`config.mk`:
```
export PLATFORM = sky130hd
export DESIGN_NAME = dual_timer
export DESIGN_NICKNAME = d
export VERILOG_FILES = /design/src/core/timer_pkg.sv /design/src/core/dual_timer.sv /design/src/core/pin_sync.sv
export SDC_FILE = /design/constraint.sdc
export NUM_CORES = 1
export LEC_CHECK = 0
export ABC_AREA = 0
export BUFFER_PORTS_ARGS = -buffer_cell sky130_fd_sc_hd__buf_4
export CORE_MARGIN = 2
export CORE_UTILIZATION = 47
export CTS_CLUSTER_DIAMETER = 40
export DETAILED_ROUTE_END_ITERATION = 12
export PLACE_DENSITY = 0.73
export SLEW_MARGIN = 15
export SYNTH_ARGS = -nofsm -noshare
export SYNTH_HDL_FRONTEND = slang
export SYNTH_SLANG_ARGS = --single-unit
export TNS_END_PERCENT = 30
```
`constraint.sdc`:
```
create_clock -name mclk -period 5.7 [get_ports mclk]
set_input_delay 0.285 -clock mclk [delete_from_list [all_inputs] [get_ports mclk]]
set_output_delay 0.285 -clock mclk [all_outputs]
set_load 0.005 [all_outputs]
```
`src/core/timer_pkg.sv`:
```
// Purpose: shared constants and carrier types for the dual counter/timer block
// Assumes: byte-wide special-register port, one clock domain
// Notes: register addresses, reset values, modes and prescale divisors live here
package timer_pkg;

  // ************************************************************
  // register addresses
  // ************************************************************
  localparam logic [7:0] ADDR_TCTRL = 8'h88;
  localparam logic [7:0] ADDR_TMODE = 8'h89;
  localparam logic [7:0] ADDR_LOW_A = 8'h8A;
  localparam logic [7:0] ADDR_LOW_B = 8'h8B;
  localparam logic [7:0] ADDR_HIGH_A = 8'h8C;
  localparam logic [7:0] ADDR_HIGH_B = 8'h8D;
  localparam logic [7:0] ADDR_CKCFG = 8'h8E;

  // ************************************************************
  // reset values
  // ************************************************************
  localparam logic [7:0] RST_TCTRL = 8'h00;
  localparam logic [7:0] RST_TMODE = 8'h00;
  localparam logic [7:0] RST_CKCFG = 8'h00;
  localparam logic [7:0] RST_COUNT = 8'h00;

  // ************************************************************
  // mode and prescale encodings, divisors
  // ************************************************************
  localparam logic [1:0] MODE_13 = 2'h0;
  localparam logic [1:0] MODE_16 = 2'h1;
  localparam logic [1:0] MODE_RELOAD = 2'h2;
  localparam logic [1:0] MODE_SPLIT = 2'h3;
  localparam logic [1:0] PS_DIV12 = 2'h0;
  localparam logic [1:0] PS_DIV4 = 2'h1;
  localparam logic [1:0] PS_DIV48 = 2'h2;
  localparam logic [1:0] PS_EXT8 = 2'h3;
  localparam logic [5:0] DIV_12 = 6'h0C;
  localparam logic [5:0] DIV_4 = 6'h04;
  localparam logic [5:0] DIV_48 = 6'h30;
  localparam logic [2:0] EXT_DIV_LAST = 3'h7; // external clock divided by 8

  // ************************************************************
  // register layouts and carriers
  // ************************************************************
  typedef struct packed {
    logic overflow_flag_b;
    logic run_bit_b;
    logic overflow_flag_a;
    logic run_bit_a;
    logic [3:0] ext_irq_bits;
  } timer_control_reg_t;

  typedef struct packed {
    logic gate_select_b;
    logic counter_select_b;
    logic [1:0] mode_b;
    logic gate_select_a;
    logic counter_select_a;
    logic [1:0] mode_a;
  } timer_mode_reg_t;

  typedef struct packed {
    logic [3:0] other_timer_bits;
    logic sysclk_select_b;
    logic sysclk_select_a;
    logic [1:0] prescale_field;
  } timer_clock_config_t;

  typedef struct packed {
    logic wr;
    logic rd;
    logic [7:0] addr;
    logic [7:0] wdata;
  } sfr_req_t;

  typedef struct packed {
    logic [7:0] low;
    logic [7:0] high;
    logic ov;
  } step_t;

endpackage

```
`src/core/dual_timer.sv`:
```
// Purpose: two counter/timers with shared prescaler and special-register port
// Assumes: pins synchronous-safe via pin_sync; one register access per cycle
// Notes: read data registered, one cycle after rd; writes beat hardware counting
`timescale 1ns/1ps

// Operation
// - prescale field picks /12, /4, /48, ext/8
// - clock select: prescaler or system clock
// - counter mode counts event pin falling edges
// - events counted up to quarter clock rate
// - 13-bit: high byte plus low five bits
// - low byte top three bits undefined
// - 13-bit rollover sets overflow flag
// - interrupt when flag set and enabled
// - count only when run and gate allow
// - run bit never clears the count
// - second timer mirrors the first
// - 16-bit mode uses both bytes
// - auto-reload copies high into low
// - reload byte never changed by hardware
// - split low byte uses first timer controls
// - split high byte: second run, flag
// - split: second timer no pins, no flag
// - split: second runs unless mode three
// - mode field selects 13/16/reload/split
// - flag cleared on vector or software
module dual_timer (
  input wire logic mclk,
  input wire logic resetn,
  input wire timer_pkg::sfr_req_t sfr_req,
  output logic [7:0] sfr_rdata,
  input wire logic event_pin_a,
  input wire logic event_pin_b,
  input wire logic gate_input_a,
  input wire logic gate_input_b,
  input wire logic ext_clk_in,
  input wire logic gate_polarity_a,
  input wire logic gate_polarity_b,
  input wire logic irq_enable_a,
  input wire logic irq_enable_b,
  input wire logic irq_ack_a,
  input wire logic irq_ack_b,
  output logic irq_a,
  output logic irq_b,
  output logic overflow_pulse_b
);

  // ************************************************************
  // state and helpers
  // ************************************************************
  typedef struct packed {
    timer_pkg::timer_control_reg_t tctrl;
    timer_pkg::timer_mode_reg_t tmode;
    timer_pkg::timer_clock_config_t ckcfg;
    logic [7:0] low_byte_a;
    logic [7:0] high_byte_a;
    logic [7:0] low_byte_b;
    logic [7:0] high_byte_b;
    logic [5:0] pre_cnt;
    logic [2:0] ext_cnt;
    logic [7:0] rdata;
    logic ovp_b;
  } timer_state_t;

  timer_state_t state_reg;
  timer_state_t state_next;

  logic [4:0] pin_level;
  logic [4:0] pin_fall;
  logic tick_pre;
  logic src_a;
  logic src_b;
  logic en_a;
  logic en_b;
  logic split_a;
  logic inc_hi;
  timer_pkg::step_t step_a;
  timer_pkg::step_t step_b;
  timer_pkg::step_t step_hi;

  function automatic logic [5:0] div_of(input logic [1:0] pf);
    unique case (pf)
      timer_pkg::PS_DIV12: div_of = timer_pkg::DIV_12;
      timer_pkg::PS_DIV4: div_of = timer_pkg::DIV_4;
      default: div_of = timer_pkg::DIV_48;
    endcase
  endfunction

  // one increment of a counter in a given mode; split counts the low byte only
  function automatic timer_pkg::step_t step(input logic [1:0] mode, input logic [7:0] lo,
                                            input logic [7:0] hi, input logic inc);
    logic [12:0] c13;
    logic [15:0] c16;
    step = '{low: lo, high: hi, ov: 1'b0};
    c13 = {hi, lo[4:0]} + 13'h0001;
    c16 = {hi, lo} + 16'h0001;
    if (inc) begin
      unique case (mode)
        timer_pkg::MODE_13: begin
          // upper low-byte bits are left as they are, software masks them
          step.high = c13[12:5];
          step.low = {lo[7:5], c13[4:0]};
          step.ov = ({hi, lo[4:0]} == 13'h1FFF);
        end
        timer_pkg::MODE_16: begin
          step.high = c16[15:8];
          step.low = c16[7:0];
          step.ov = ({hi, lo} == 16'hFFFF);
        end
        timer_pkg::MODE_RELOAD: begin
          step.low = (lo == 8'hFF) ? hi : lo + 8'h01;
          step.ov = (lo == 8'hFF);
        end
        timer_pkg::MODE_SPLIT: begin
          step.low = lo + 8'h01;
          step.ov = (lo == 8'hFF);
        end
      endcase
    end
  endfunction

  // ************************************************************
  // pin synchronisers
  // ************************************************************
  // events, gates and external clock: two flops then edge detect
  pin_sync #(.WIDTH(5)) u_pin_sync (
    .mclk(mclk),
    .resetn(resetn),
    .din({ext_clk_in, gate_input_b, gate_input_a, event_pin_b, event_pin_a}),
    .level(pin_level),
    .fall(pin_fall)
  );

  // ************************************************************
  // next-state logic
  // ************************************************************
  always_comb begin
    state_next = state_reg;
    // shared prescaler; a field change keeps the running count, ticking at once if it is already past the new end
    tick_pre = 1'b0;
    if (state_reg.ckcfg.prescale_field == timer_pkg::PS_EXT8) begin
      if (pin_fall[4]) begin
        tick_pre = (state_reg.ext_cnt == timer_pkg::EXT_DIV_LAST);
        state_next.ext_cnt = state_reg.ext_cnt + 3'h1;
      end
    end else begin
      tick_pre = (state_reg.pre_cnt >= div_of(state_reg.ckcfg.prescale_field) - 6'h01);
      state_next.pre_cnt = tick_pre ? 6'h00 : state_reg.pre_cnt + 6'h01;
    end
    split_a = (state_reg.tmode.mode_a == timer_pkg::MODE_SPLIT);
    // first timer: pin edge or selected clock, run bit and gate
    src_a = state_reg.tmode.counter_select_a ? pin_fall[0]
          : (state_reg.ckcfg.sysclk_select_a | tick_pre);
    en_a = state_reg.tctrl.run_bit_a & (~state_reg.tmode.gate_select_a
         | (pin_level[2] == gate_polarity_a));
    step_a = step(state_reg.tmode.mode_a, state_reg.low_byte_a, state_reg.high_byte_a,
                  en_a & src_a);
    // split high byte: internal clock only, under the second run bit
    inc_hi = split_a & state_reg.tctrl.run_bit_b
           & (state_reg.ckcfg.sysclk_select_a | tick_pre);
    step_hi = step(timer_pkg::MODE_SPLIT, state_reg.high_byte_a, 8'h00, inc_hi);
    // second timer: no pin counting and mode-driven run while first is split
    src_b = (state_reg.tmode.counter_select_b & ~split_a) ? pin_fall[1]
          : (state_reg.ckcfg.sysclk_select_b | tick_pre);
    en_b = split_a ? 1'b1
         : state_reg.tctrl.run_bit_b & (~state_reg.tmode.gate_select_b
         | (pin_level[3] == gate_polarity_b));
    en_b = en_b & (state_reg.tmode.mode_b != timer_pkg::MODE_SPLIT);
    step_b = step(state_reg.tmode.mode_b, state_reg.low_byte_b, state_reg.high_byte_b,
                  en_b & src_b);
    state_next.low_byte_a = step_a.low;
    state_next.high_byte_a = split_a ? step_hi.low : step_a.high;
    state_next.low_byte_b = step_b.low;
    state_next.high_byte_b = step_b.high;
    state_next.ovp_b = step_b.ov;
    // register writes win over counting in the same cycle
    if (sfr_req.wr) begin
      unique case (sfr_req.addr)
        timer_pkg::ADDR_TCTRL: state_next.tctrl = sfr_req.wdata;
        timer_pkg::ADDR_TMODE: state_next.tmode = sfr_req.wdata;
        timer_pkg::ADDR_CKCFG: state_next.ckcfg = sfr_req.wdata;
        timer_pkg::ADDR_LOW_A: state_next.low_byte_a = sfr_req.wdata;
        timer_pkg::ADDR_HIGH_A: state_next.high_byte_a = sfr_req.wdata;
        timer_pkg::ADDR_LOW_B: state_next.low_byte_b = sfr_req.wdata;
        timer_pkg::ADDR_HIGH_B: state_next.high_byte_b = sfr_req.wdata;
        default: ;
      endcase
    end
    // vector clears, then hardware set wins over any clear
    if (irq_ack_a) state_next.tctrl.overflow_flag_a = 1'b0;
    if (irq_ack_b) state_next.tctrl.overflow_flag_b = 1'b0;
    if (step_a.ov) state_next.tctrl.overflow_flag_a = 1'b1;
    if (split_a ? step_hi.ov : step_b.ov) state_next.tctrl.overflow_flag_b = 1'b1;
    // registered read port, unmapped addresses read zero
    state_next.rdata = 8'h00;
    if (sfr_req.rd) begin
      unique case (sfr_req.addr)
        timer_pkg::ADDR_TCTRL: state_next.rdata = state_reg.tctrl;
        timer_pkg::ADDR_TMODE: state_next.rdata = state_reg.tmode;
        timer_pkg::ADDR_CKCFG: state_next.rdata = state_reg.ckcfg;
        timer_pkg::ADDR_LOW_A: state_next.rdata = state_reg.low_byte_a;
        timer_pkg::ADDR_HIGH_A: state_next.rdata = state_reg.high_byte_a;
        timer_pkg::ADDR_LOW_B: state_next.rdata = state_reg.low_byte_b;
        timer_pkg::ADDR_HIGH_B: state_next.rdata = state_reg.high_byte_b;
        default: state_next.rdata = 8'h00;
      endcase
    end
  end

  always_ff @(posedge mclk or negedge resetn) begin
    if (!resetn) begin
      state_reg <= '{tctrl: timer_pkg::RST_TCTRL, tmode: timer_pkg::RST_TMODE,
                     ckcfg: timer_pkg::RST_CKCFG, low_byte_a: timer_pkg::RST_COUNT,
                     high_byte_a: timer_pkg::RST_COUNT, low_byte_b: timer_pkg::RST_COUNT,
                     high_byte_b: timer_pkg::RST_COUNT, pre_cnt: 6'h00, ext_cnt: 3'h0,
                     rdata: 8'h00, ovp_b: 1'b0};
    end else begin
      state_reg <= state_next;
    end
  end

  // ************************************************************
  // outputs
  // ************************************************************
  // interrupt requests follow the flags through the enables
  assign irq_a = state_reg.tctrl.overflow_flag_a & irq_enable_a;
  assign irq_b = state_reg.tctrl.overflow_flag_b & irq_enable_b;
  assign sfr_rdata = state_reg.rdata;
  assign overflow_pulse_b = state_reg.ovp_b;
endmodule // dual_timer

```
`src/core/pin_sync.sv`:
```
// Purpose: two-flop synchroniser with falling-edge detect per input pin
// Assumes: pins held at least two clocks per level
// Notes: fall is a one-cycle pulse, taken after the second flop only
`timescale 1ns/1ps
module pin_sync #(
  parameter int WIDTH = 5
) (
  input wire logic mclk,
  input wire logic resetn,
  input wire logic [WIDTH-1:0] din,
  output logic [WIDTH-1:0] level,
  output logic [WIDTH-1:0] fall
);

  typedef struct packed {
    logic [WIDTH-1:0] meta;
    logic [WIDTH-1:0] stable;
    logic [WIDTH-1:0] prev;
  } sync_state_t;

  sync_state_t sync_reg;
  sync_state_t sync_next;

  // first stage only feeds the second; edge logic looks at later stages
  always_comb begin
    sync_next = sync_reg;
    sync_next.meta = din;
    sync_next.stable = sync_reg.meta;
    sync_next.prev = sync_reg.stable;
  end

  always_ff @(posedge mclk or negedge resetn) begin
    if (!resetn) begin
      sync_reg <= '0;
    end else begin
      sync_reg <= sync_next;
    end
  end

  assign level = sync_reg.stable;
  assign fall = sync_reg.prev & ~sync_reg.stable;

endmodule // pin_sync

```
==> impl_metrics.toml, run 1 <==
[run_status]
status = "complete, but fails checks"
violations = "negative hold slack"

[clock_network]
numCtsBuffers = 9
cts_tree = "done"
h-tree-depth = 3
cts-root-buf = "clkbuf_16"
cts_setup_buffers = 0
cts_repair_resize_count = 0
cts_hold_buf = 0
clock-sinks = 87
cts.reportedPaths.clkPinSlew_ns = 0.07
clockBufferDepth = 2
clk_latency_ns = 0.35

[timing]
finalHoldViolations = 13
layout_setup_ws_ns = 2.63
slew_headroom_pct = 39.6
fmaxAchievable_ghz = 0.326
fin_tns_setup_ns = 0
rsz0062_at_grt = "false"
finalClockSkew_ns = 0.00556
min_period_over_period_pct = 53.8
finalMaxSlewViolations = 0
min_period_ns = 3.07
worst_slew_pin_slew_ns = 0.903
hold_ws_ns = -0.00937
setup_violations = 0

[logic_synthesis]
yosys_warnings = 0
yosys.area.top_type_share_pct = 40.4
synth_nets = 607
syn_avg_cell_area_um2 = 9.53
yosys_register_bits = 87
synth-edff-count = 0
synthArstFlopShare_pct = 100
yosysTopAreaCell = "dfrtp_1"
yosys-top-cells-count = "dfrtp_1, nand2_1, nor2_1"
synth_cells = 566
synth_cell_types = 72
syn_area_mm2 = 0.00539
yosysSeqAreaShare_pct = 40.4
ys_top_cells_by_area = "dfrtp_1, mux2_2, mux2i_1, nand2_1, o21ai_0"
synth_flop_cell = "dfrtp_1"
synth_most_common_cell = "dfrtp_1"

[power_and_ir_drop]
ir_drop_mv = 0.160
p_per_area_mw_per_mm2 = 310
power.total_uw = 1860
p_leak_uw = 0.00258

[worst_setup_path]
critPathMaxFanout = 24
r2r_start = "state_reg[51]$_DFFE_PN0P_"
worst_setup_path_start_kind = "flip-flop"
crit_chain = "and2b_2 -> ha_1 -> nand3_1 -> o221a_2 -> a221o_1 -> or4_1 -> a31o_1 -> a21oi_2"
crit_buf_inv = 0
cpMaxStageDelayCell = "a221o_1"
crit_family = "compound AO/OA/AOI/OAI gates"
crit_arrival_ns = 3.35
cp.required_ns = 5.98
worstSetupPathType = "reg -> reg"
cp-startpoint = "state_reg[51]$_DFFE_PN0P_"
end_kind = "flip-flop"
slowest_delay_ns = 0.63

[floorplanning]
fp-row-count = 39
design.core.area_mm2 = 0.0113
pin_count = 42
fp.dieW_um = 111
fp.dieH_um = 111
dieArea_mm2 = 0.0123
start_util_pct = 47.6

[cells_and_area]
largest_register_ffs = 65
num_antenna_cells = 0
area_growth_syn_to_layout_pct = 11.0
drive_above_1_share_pct = 19.1
fin_nets = 623
fillers = 1034

[route]
route.detailed.drc = 0
dr_total_vias = 4593
drt_pre_antenna_iters = 5
ant_nets = 0
vias_per_cell = 6.29
drtIter0Drc = 422
post_drt_wl_per_cell_um = 20.0
wirelength_mm = 14.6

[placement]
routabilityCongestion = 0.957
dpl_worst_slack_ns = 2.66
post-dp-hpwl_mm = 10.5
io_buffers = 41

[grt]
grt_max_degree = 88
track_usage_pct = 24.4
grt_overflow = 0
grt_pass1_wl_mm = 24.0
grt_pass1_vias = 4487
antenna_found_initial = 0

[run]
cap_violations = 0

[hold_path]
min_path_type = "in -> async"
[cell type report]
class / count / area (um2) / share of cell area, %
clock inverter: 5 / 40.0 / 0.669
sequential: 87 / 2180 / 36.4
multi-input combinational: 426 / 2950 / 49.4
inverter: 15 / 56.3 / 0.941
clock buffer: 11 / 253 / 4.22
tap: 143 / 179 / 2.99
timing repair buffer: 43 / 327 / 5.46
[cells in the final DEF, fill, tap and decap left out, drive strengths merged, types with 6 or more instances in the layout]
master	n
dfrtp	87
a21oi	23
nand2	58
xor2	6
mux2i	23
a31oi	13
nand2b	6
nor2	46
buf	43
nand3	19
inv	16
o22a	6
mux2	23
nor4	9
clkbuf	11
xnor2	13
nor3	12
o21ai	42
or3	7
mux4	8
and3	12
ha	10
and2	8
o31ai	7
[per-stage QoR]
stage               hold WS, ns  instances  util [%]  instance area [um2]
global placement          0.332        714      50.2                 5680
finish                 -0.00937        730      52.9                 5990
floorplan               -0.0106        566         -                 5390
detailed placement        0.336        714      50.2                 5680
global route             0.0308        730      52.9                 5990
CTS                      0.0363        730      52.8                 5980
[report_power, final]
group	switching (uW)	internal, uW	total [uW]
clock	259	323	582
combinational	248	206	455
sequential	123	697	820
[final timing paths]
check / end / slack, ns / cells after the start
max in group asynchronous: state_reg[39]$_DFF_PN0_ / 5.15 / 1
max: state_reg[41]$_DFF_PN0_ / 2.63 / 8
max reg2reg: state_reg[41]$_DFF_PN0_ / 2.63 / 8
min reg2reg: u_pin_sync.level[4]$_DFF_PN0_ / 0.35 / 0
min in group mclk: u_pin_sync.sync_next[7]$_DFF_PN0_ / 0.04 / 1
min: sfr_rdata[6]$_DFF_PN0_ / -0.009 / 1
[cell families (layout without fill, tap and decap cells)]
family	Yosys count	count (layout)	share of synthesized area (%)
xor gates and xnor gates	19	19	3.09
muxes	54	54	12.6
adders and majority gates	10	10	2.32
other	1	1	0.0696
AOI/OAI and AO/OA	137	137	17.6
and+or+nand+nor	205	205	19.1
buffers and inverters	53	74	4.92
DFF	87	87	40.4
[routing by layer]
metal | track usage [%] | part of all wire, % | wire (um)
met3 | 4.59 | 7.4 | 1090
met5 | 0 | 0 | 0
met4 | 9.79 | 2.9 | 422
met1 | 32.5 | 42 | 6090
met2 | 39.6 | 48 | 7000
(Power assumes the default switching activity.)
==> run 2, diff against run 1 <==
clock period = 3 ns   (was 5.7 ns; I/O delays follow)
==> run 2 against run 1 <==
Effect of this change: the flow now finishes without violations; flip-flop and latch count did not move; register-to-register slack lost 2.5 ns; worst setup slack lost 2.5 ns; sequential power grew 91%; sequential share of layout area down 0.88 points; power grew 97%; largest cell class unchanged.
==> impl_metrics.toml, run 2 (synthesis results as in run 1) <==
[timing]
min_period_over_period_pct = 95.1
fin_tns_setup_ns = 0
setup_violations = 0
rsz0062_at_grt = "false"
worst_slew_pin_slew_ns = 0.878
hold_ws_ns = 0.0864
finalHoldViolations = 0
slew_headroom_pct = 41.3
finalClockSkew_ns = 0.00552
min_period_ns = 2.85
layout_setup_ws_ns = 0.146
finalMaxSlewViolations = 0
fmaxAchievable_ghz = 0.350

[power_and_ir_drop]
p_per_area_mw_per_mm2 = 596
p_leak_uw = 0.00266
ir_drop_mv = 0.449

[clock_network]
cts_setup_buffers = 0
clockBufferDepth = 2
numCtsBuffers = 9
cts.reportedPaths.clkPinSlew_ns = 0.07
clock-sinks = 87
clk_latency_ns = 0.35
h-tree-depth = 3
cts_tree = "done"
cts-root-buf = "clkbuf_16"

[worst_setup_path]
worst_setup_path_start_kind = "flip-flop"
end_kind = "flip-flop"
cp.required_ns = 3.25
cpMaxStageDelayCell = "a221o_2"
crit_chain = "and2b_2 -> ha_1 -> nand3_1 -> o221a_2 -> a221o_2 -> buf_4 -> o32ai_1 -> mux2i_1 -> nand2_1"
worstSetupPathType = "reg -> reg"
r2r_slack_ns = 0.15
critPathMaxFanout = 13
slowest_delay_ns = 0.49
crit_arrival_ns = 3.10

[cells_and_area]
largest_register_ffs = 65
num_antenna_cells = 0
final_cell_mix = "dfrtp_1, nand2_1, buf_4, nor2_1, o21ai_0"
area_growth_syn_to_layout_pct = 13.8
fin_nets = 639
drive_above_1_share_pct = 20.1
final_common_cell = "dfrtp_1"

[floorplanning]
fp.dieH_um = 111
dieArea_mm2 = 0.0123
start_util_pct = 47.6
pin_count = 42
design.core.area_mm2 = 0.0113
fp.dieW_um = 111
fp-row-count = 39

[route]
ant_nets = 0
vias_per_cell = 6.28
drt_pre_antenna_iters = 5
wirelength_mm = 15.2
dr_total_vias = 4687
route.detailed.drc = 0
post_drt_wl_per_cell_um = 20.4
drtIter0Drc = 321

[grt]
grt_pass1_wl_mm = 24.6
grt_util_met2_pct = 41.4
track_usage_pct = 25.4
grt_overflow = 0
antenna_found_initial = 0
top_usage_layer = "met2"
grtUsageMet1_pct = 34.3
grt_max_degree = 60
grt_pass1_vias = 4558
grt_use_met3_pct = 2.68

[run]
cap_violations = 0

[hold_path]
min_path_type = "in -> reg"

[placement]
io_buffers = 41
post-dp-hpwl_mm = 11.1
routabilityCongestion = 0.937
dpl_worst_slack_ns = 0.131

[run_status]
status = "finished, final reports clean"
[run 2: metrics by stage]
stage	cells	instance area (um2)	util [%]	total power [uW]
2_1_floorplan	566	5390	-	2150
3_3_place_gp	723	5750	50.8	2410
3_5_place_dp	723	5750	50.8	2460
4_1_cts	746	6130	54.2	3650
5_1_grt	746	6130	54.2	3850
6_report	746	6130	54.2	3650
[run 2: worst paths after layout]
kind	start	cells past startpoint	endpoint
worst max register to register	state_reg[51]$_DFFE_PN0P_	9	state_reg[40]$_DFF_PN0_
max in group asynchronous	resetn	3	state_reg[42]$_DFF_PN0_
worst min-delay path	sfr_req[5]	3	state_reg[39]$_DFF_PN0_
worst min register to register	u_pin_sync.sync_next[7]$_DFF_PN0_	0	u_pin_sync.level[2]$_DFF_PN0_
worst max-delay path	state_reg[51]$_DFFE_PN0P_	9	state_reg[40]$_DFF_PN0_
min in group asynchronous	resetn	2	sfr_rdata[3]$_DFF_PN0_
[run 2: layout make-up]
type	instances	area, um2
multi-input cells	426	2950
repair buffers	59	460
flip-flops and latches	87	2180
clock buffers	9	225
clock inverters	7	86.3
fillers	1041	5190
well taps	143	179
inverters	15	56.3
[run 2: metal layers]
layer	vias to the layer above	wire length [um]
met5	-	0
met4	0	456
met3	36	986
met2	211	7460
met1	2299	6350
li1	2141	-
[run 2: power by group]
part	switching [uW]	internal (uW)	total (uW)
clock	513	663	1180
sequential	242	1320	1570
combinational	504	409	912
[run 2: timing repair]
action | in CTS | in global routing
endpoints found under the hold margin | 63 | 0
hold buffers | 7 | 0
endpoints found under the setup margin | 0 | 4
gates resized for setup | 0 | 1
[run 2: worst max-delay path, delay by kind of cell, from the launching register on]
kind,cells,cell delay (ns)
AOI/OAI and AO/OA,3,1.15
DFF,1,0.43
and+or+nand+nor,3,0.42
adders and majority gates,1,0.28
muxes,1,0.24
buffers and inverters,1,0.23
==> run 3, diff against run 2 <==
ABC_AREA = 1   (was 0)
==> run 3 against run 2 <==
Effect of this change: worst hold slack lost 0.074 ns; critical path depth grew 7; largest cell class unchanged; clock skew grew 0.0028 ns; power grew 25%; clock power shrank 9%; wire length grew 16%; maximum frequency grew 27%; sequential share of layout area shrank 2.5 points; global-route usage grew 2.4 points; largest power group unchanged; synthesized cell count grew 50%; flip-flop and latch count is the same; register-to-register slack gained 0.60 ns.
==> impl_metrics.toml, run 3 <==
[route]
drt_pre_antenna_iters = 10
dr_total_vias = 5907
route.detailed.drc = 0
drtIter0Drc = 605
wirelength_mm = 17.7
vias_per_cell = 5.61
post_drt_wl_per_cell_um = 16.8
ant_nets = 0

[clock_network]
cts_tree = "done"
cts-root-buf = "clkbuf_16"
cts_setup_buffers = 0
clockBufferDepth = 2
cts.reportedPaths.clkPinSlew_ns = 0.07
numCtsBuffers = 9
h-tree-depth = 3
clk_latency_ns = 0.36
clock-sinks = 87

[logic_synthesis]
yosys_warnings = 0
synth_most_common_cell = "nand2_1"
synth_cells = 848
yosys-top-cells-count = "nand2_1, inv_1, dfrtp_1"
yosys_register_bits = 87
synth_flop_cell = "dfrtp_1"
synthArstFlopShare_pct = 100
yosys.area.top_type_share_pct = 36.8
synth_cell_types = 44
syn_avg_cell_area_um2 = 6.97
synth_nets = 889
syn_area_mm2 = 0.00591
synth-edff-count = 0
yosysSeqAreaShare_pct = 36.8
ys_top_cells_by_area = "dfrtp_1, nand2_1, o21ai_0, inv_1, nand3_1"
yosysTopAreaCell = "dfrtp_1"

[cells_and_area]
fin_nets = 921
fillers = 1224
largest_register_ffs = 65
final_common_cell = "nand2_1"
multi_input_area_mm2 = 0.00312
finish.utilization_pct = 54.3
final_cell_mix = "nand2_1, inv_1, dfrtp_1, o21ai_0, nand3_1"
seq_area_mm2 = 0.00218
drive_above_1_share_pct = 11.0
stdcell_area_mm2 = 0.00661
area_growth_syn_to_layout_pct = 11.7

[worst_setup_path]
crit_arrival_ns = 2.55
r2r_cells = 16
r2r_slack_ns = 0.75
worst_setup_path_start_kind = "flip-flop"
end_kind = "flip-flop"
critPathMaxFanout = 19
r2r_start = "state_reg[50]$_DFFE_PN0P_"
cp-startpoint = "state_reg[50]$_DFFE_PN0P_"
cp.required_ns = 3.30
worstSetupPathType = "reg -> reg"

[floorplanning]
fp-row-count = 40
design.core.area_mm2 = 0.0122
pin_count = 42
fp.dieH_um = 116
fp.dieW_um = 116
dieArea_mm2 = 0.0135
start_util_pct = 48.6

[placement]
place_area_mm2 = 0.00627
routabilityCongestion = 1.01
post-dp-hpwl_mm = 13.5
io_buffers = 41

[grt]
grt_pass1_wl_mm = 28.4
antenna_found_initial = 1
grt_max_degree = 50
track_usage_pct = 27.8
grt_overflow = 0
grt_pass1_vias = 5419

[timing]
rsz0062_at_grt = "false"
worst_slew_pin_slew_ns = 0.707
finalClockSkew_ns = 0.00835
fin_tns_setup_ns = 0
setup_violations = 0
min_period_ns = 2.25
finalMaxSlewViolations = 0
fmaxAchievable_ghz = 0.445
min_period_over_period_pct = 75.0
slew_headroom_pct = 52.5
finalHoldViolations = 0

[power_and_ir_drop]
ir_drop_mv = 0.281
switching_share_pct = 43.9
internal-power_uw = 2570
p_per_area_mw_per_mm2 = 693
switching_power_uw = 2010
seqPwrFrac_pct = 38.5
p_leak_uw = 0.00322
combPwrFrac_pct = 38.2
pwr-share-clk_pct = 23.4
power.total_uw = 4580

[hold_path]
min_path_type = "in -> reg"
hold_path.startpoint = "sfr_req[1]"
hold_path_depth = 3

[run_status]
status = "finished, final reports clean"

[run]
cap_violations = 0
## run 3: changes by cell type after synthesis, sizes merged, moves of 40 or more
cell / before / now
o21ai: 42 / 84
inv: 14 / 109
nor2: 46 / 86
nand3: 19 / 80
nand2: 58 / 227
## run 3: worst max-delay path, stage by stage (launching register included)
cell and delay (ns):
dfrtp_1 0.40, inv_1 0.08, nor2_1 0.05, ha_1 0.28, nand2_1 0.07, nand2_1 0.04, nand2_1 0.05, nand3_1 0.12
nand2_2 0.20, nand3_1 0.11, nand2_2 0.15, clkinv_4 0.16, nand2_2 0.18, nand2_1 0.07, nand3_1 0.07, o21ai_0 0.09
inv_1 0.06
## run 3: final timing paths
kind,to
min in group asynchronous,state_reg[9]$_DFFE_PN0P_
hold reg to reg,u_pin_sync.level[1]$_DFF_PN0_
max in group asynchronous,sfr_rdata[4]$_DFF_PN0_
hold / removal,state_reg[27]$_DFF_PN0_
setup / recovery,state_reg[20]$_DFF_PN0_
setup reg to reg,state_reg[20]$_DFF_PN0_
## run 3: layout make-up
cell class | instances | share of cell area [%]
multi-input combinational | 619 | 47.2
sequential | 87 | 32.9
inverter | 112 | 6.51
timing repair buffer | 51 | 6.02
clock buffer | 9 | 3.41
tap | 168 | 3.18
clock inverter | 6 | 0.682
antenna | 1 | 0.0379
## run 3: repair_timing
action                                  4_1_cts  5_1_grt
resized for setup                             0        0
endpoints found under the setup margin        0        0
hold buffers                                  6        0
endpoints found under the hold margin        52        0
## run 3: stage by stage
| step | std cells | setup slack, ns | hold slack, ns |
|---|---|---|---|
| 2_1_floorplan | 848 | 1.05 | -0.146 |
| 3_3_place_gp | 1031 | 0.846 | 0.223 |
| 3_5_place_dp | 1031 | 0.790 | 0.219 |
| 4_1_cts | 1052 | 0.762 | 0.0166 |
| 5_1_grt | 1052 | 0.498 | 0.0430 |
| 6_report | 1053 | 0.751 | 0.0128 |
## run 3: power by group through the flow
stage               logic (uW)  registers [uW]  clock network (uW)
global route              1980            1800                1130
CTS                       1730            1750                1080
detailed placement        1720            1770                   0
floorplan                 1450            1580                   0
global placement          1690            1770                   0
finish                    1750            1760                1070
## run 3: metal layers
| metal | GRT usage [%] | part of all wire, % |
|---|---|---|
| met1 | 38.8 | 43 |
| met2 | 42.3 | 45 |
| met3 | 5.81 | 8.6 |
| met4 | 11.4 | 3.3 |
| met5 | 0 | 0 |
## run 3: cell families after synthesis
logic type / synth area share (%)
flops: 36.8
fa+ha+maj: 2.12
xor+xnor: 2.67
buf+inv: 10.5
simple gates: 32.1
compound gates: 15.8
other cells: 0.0634
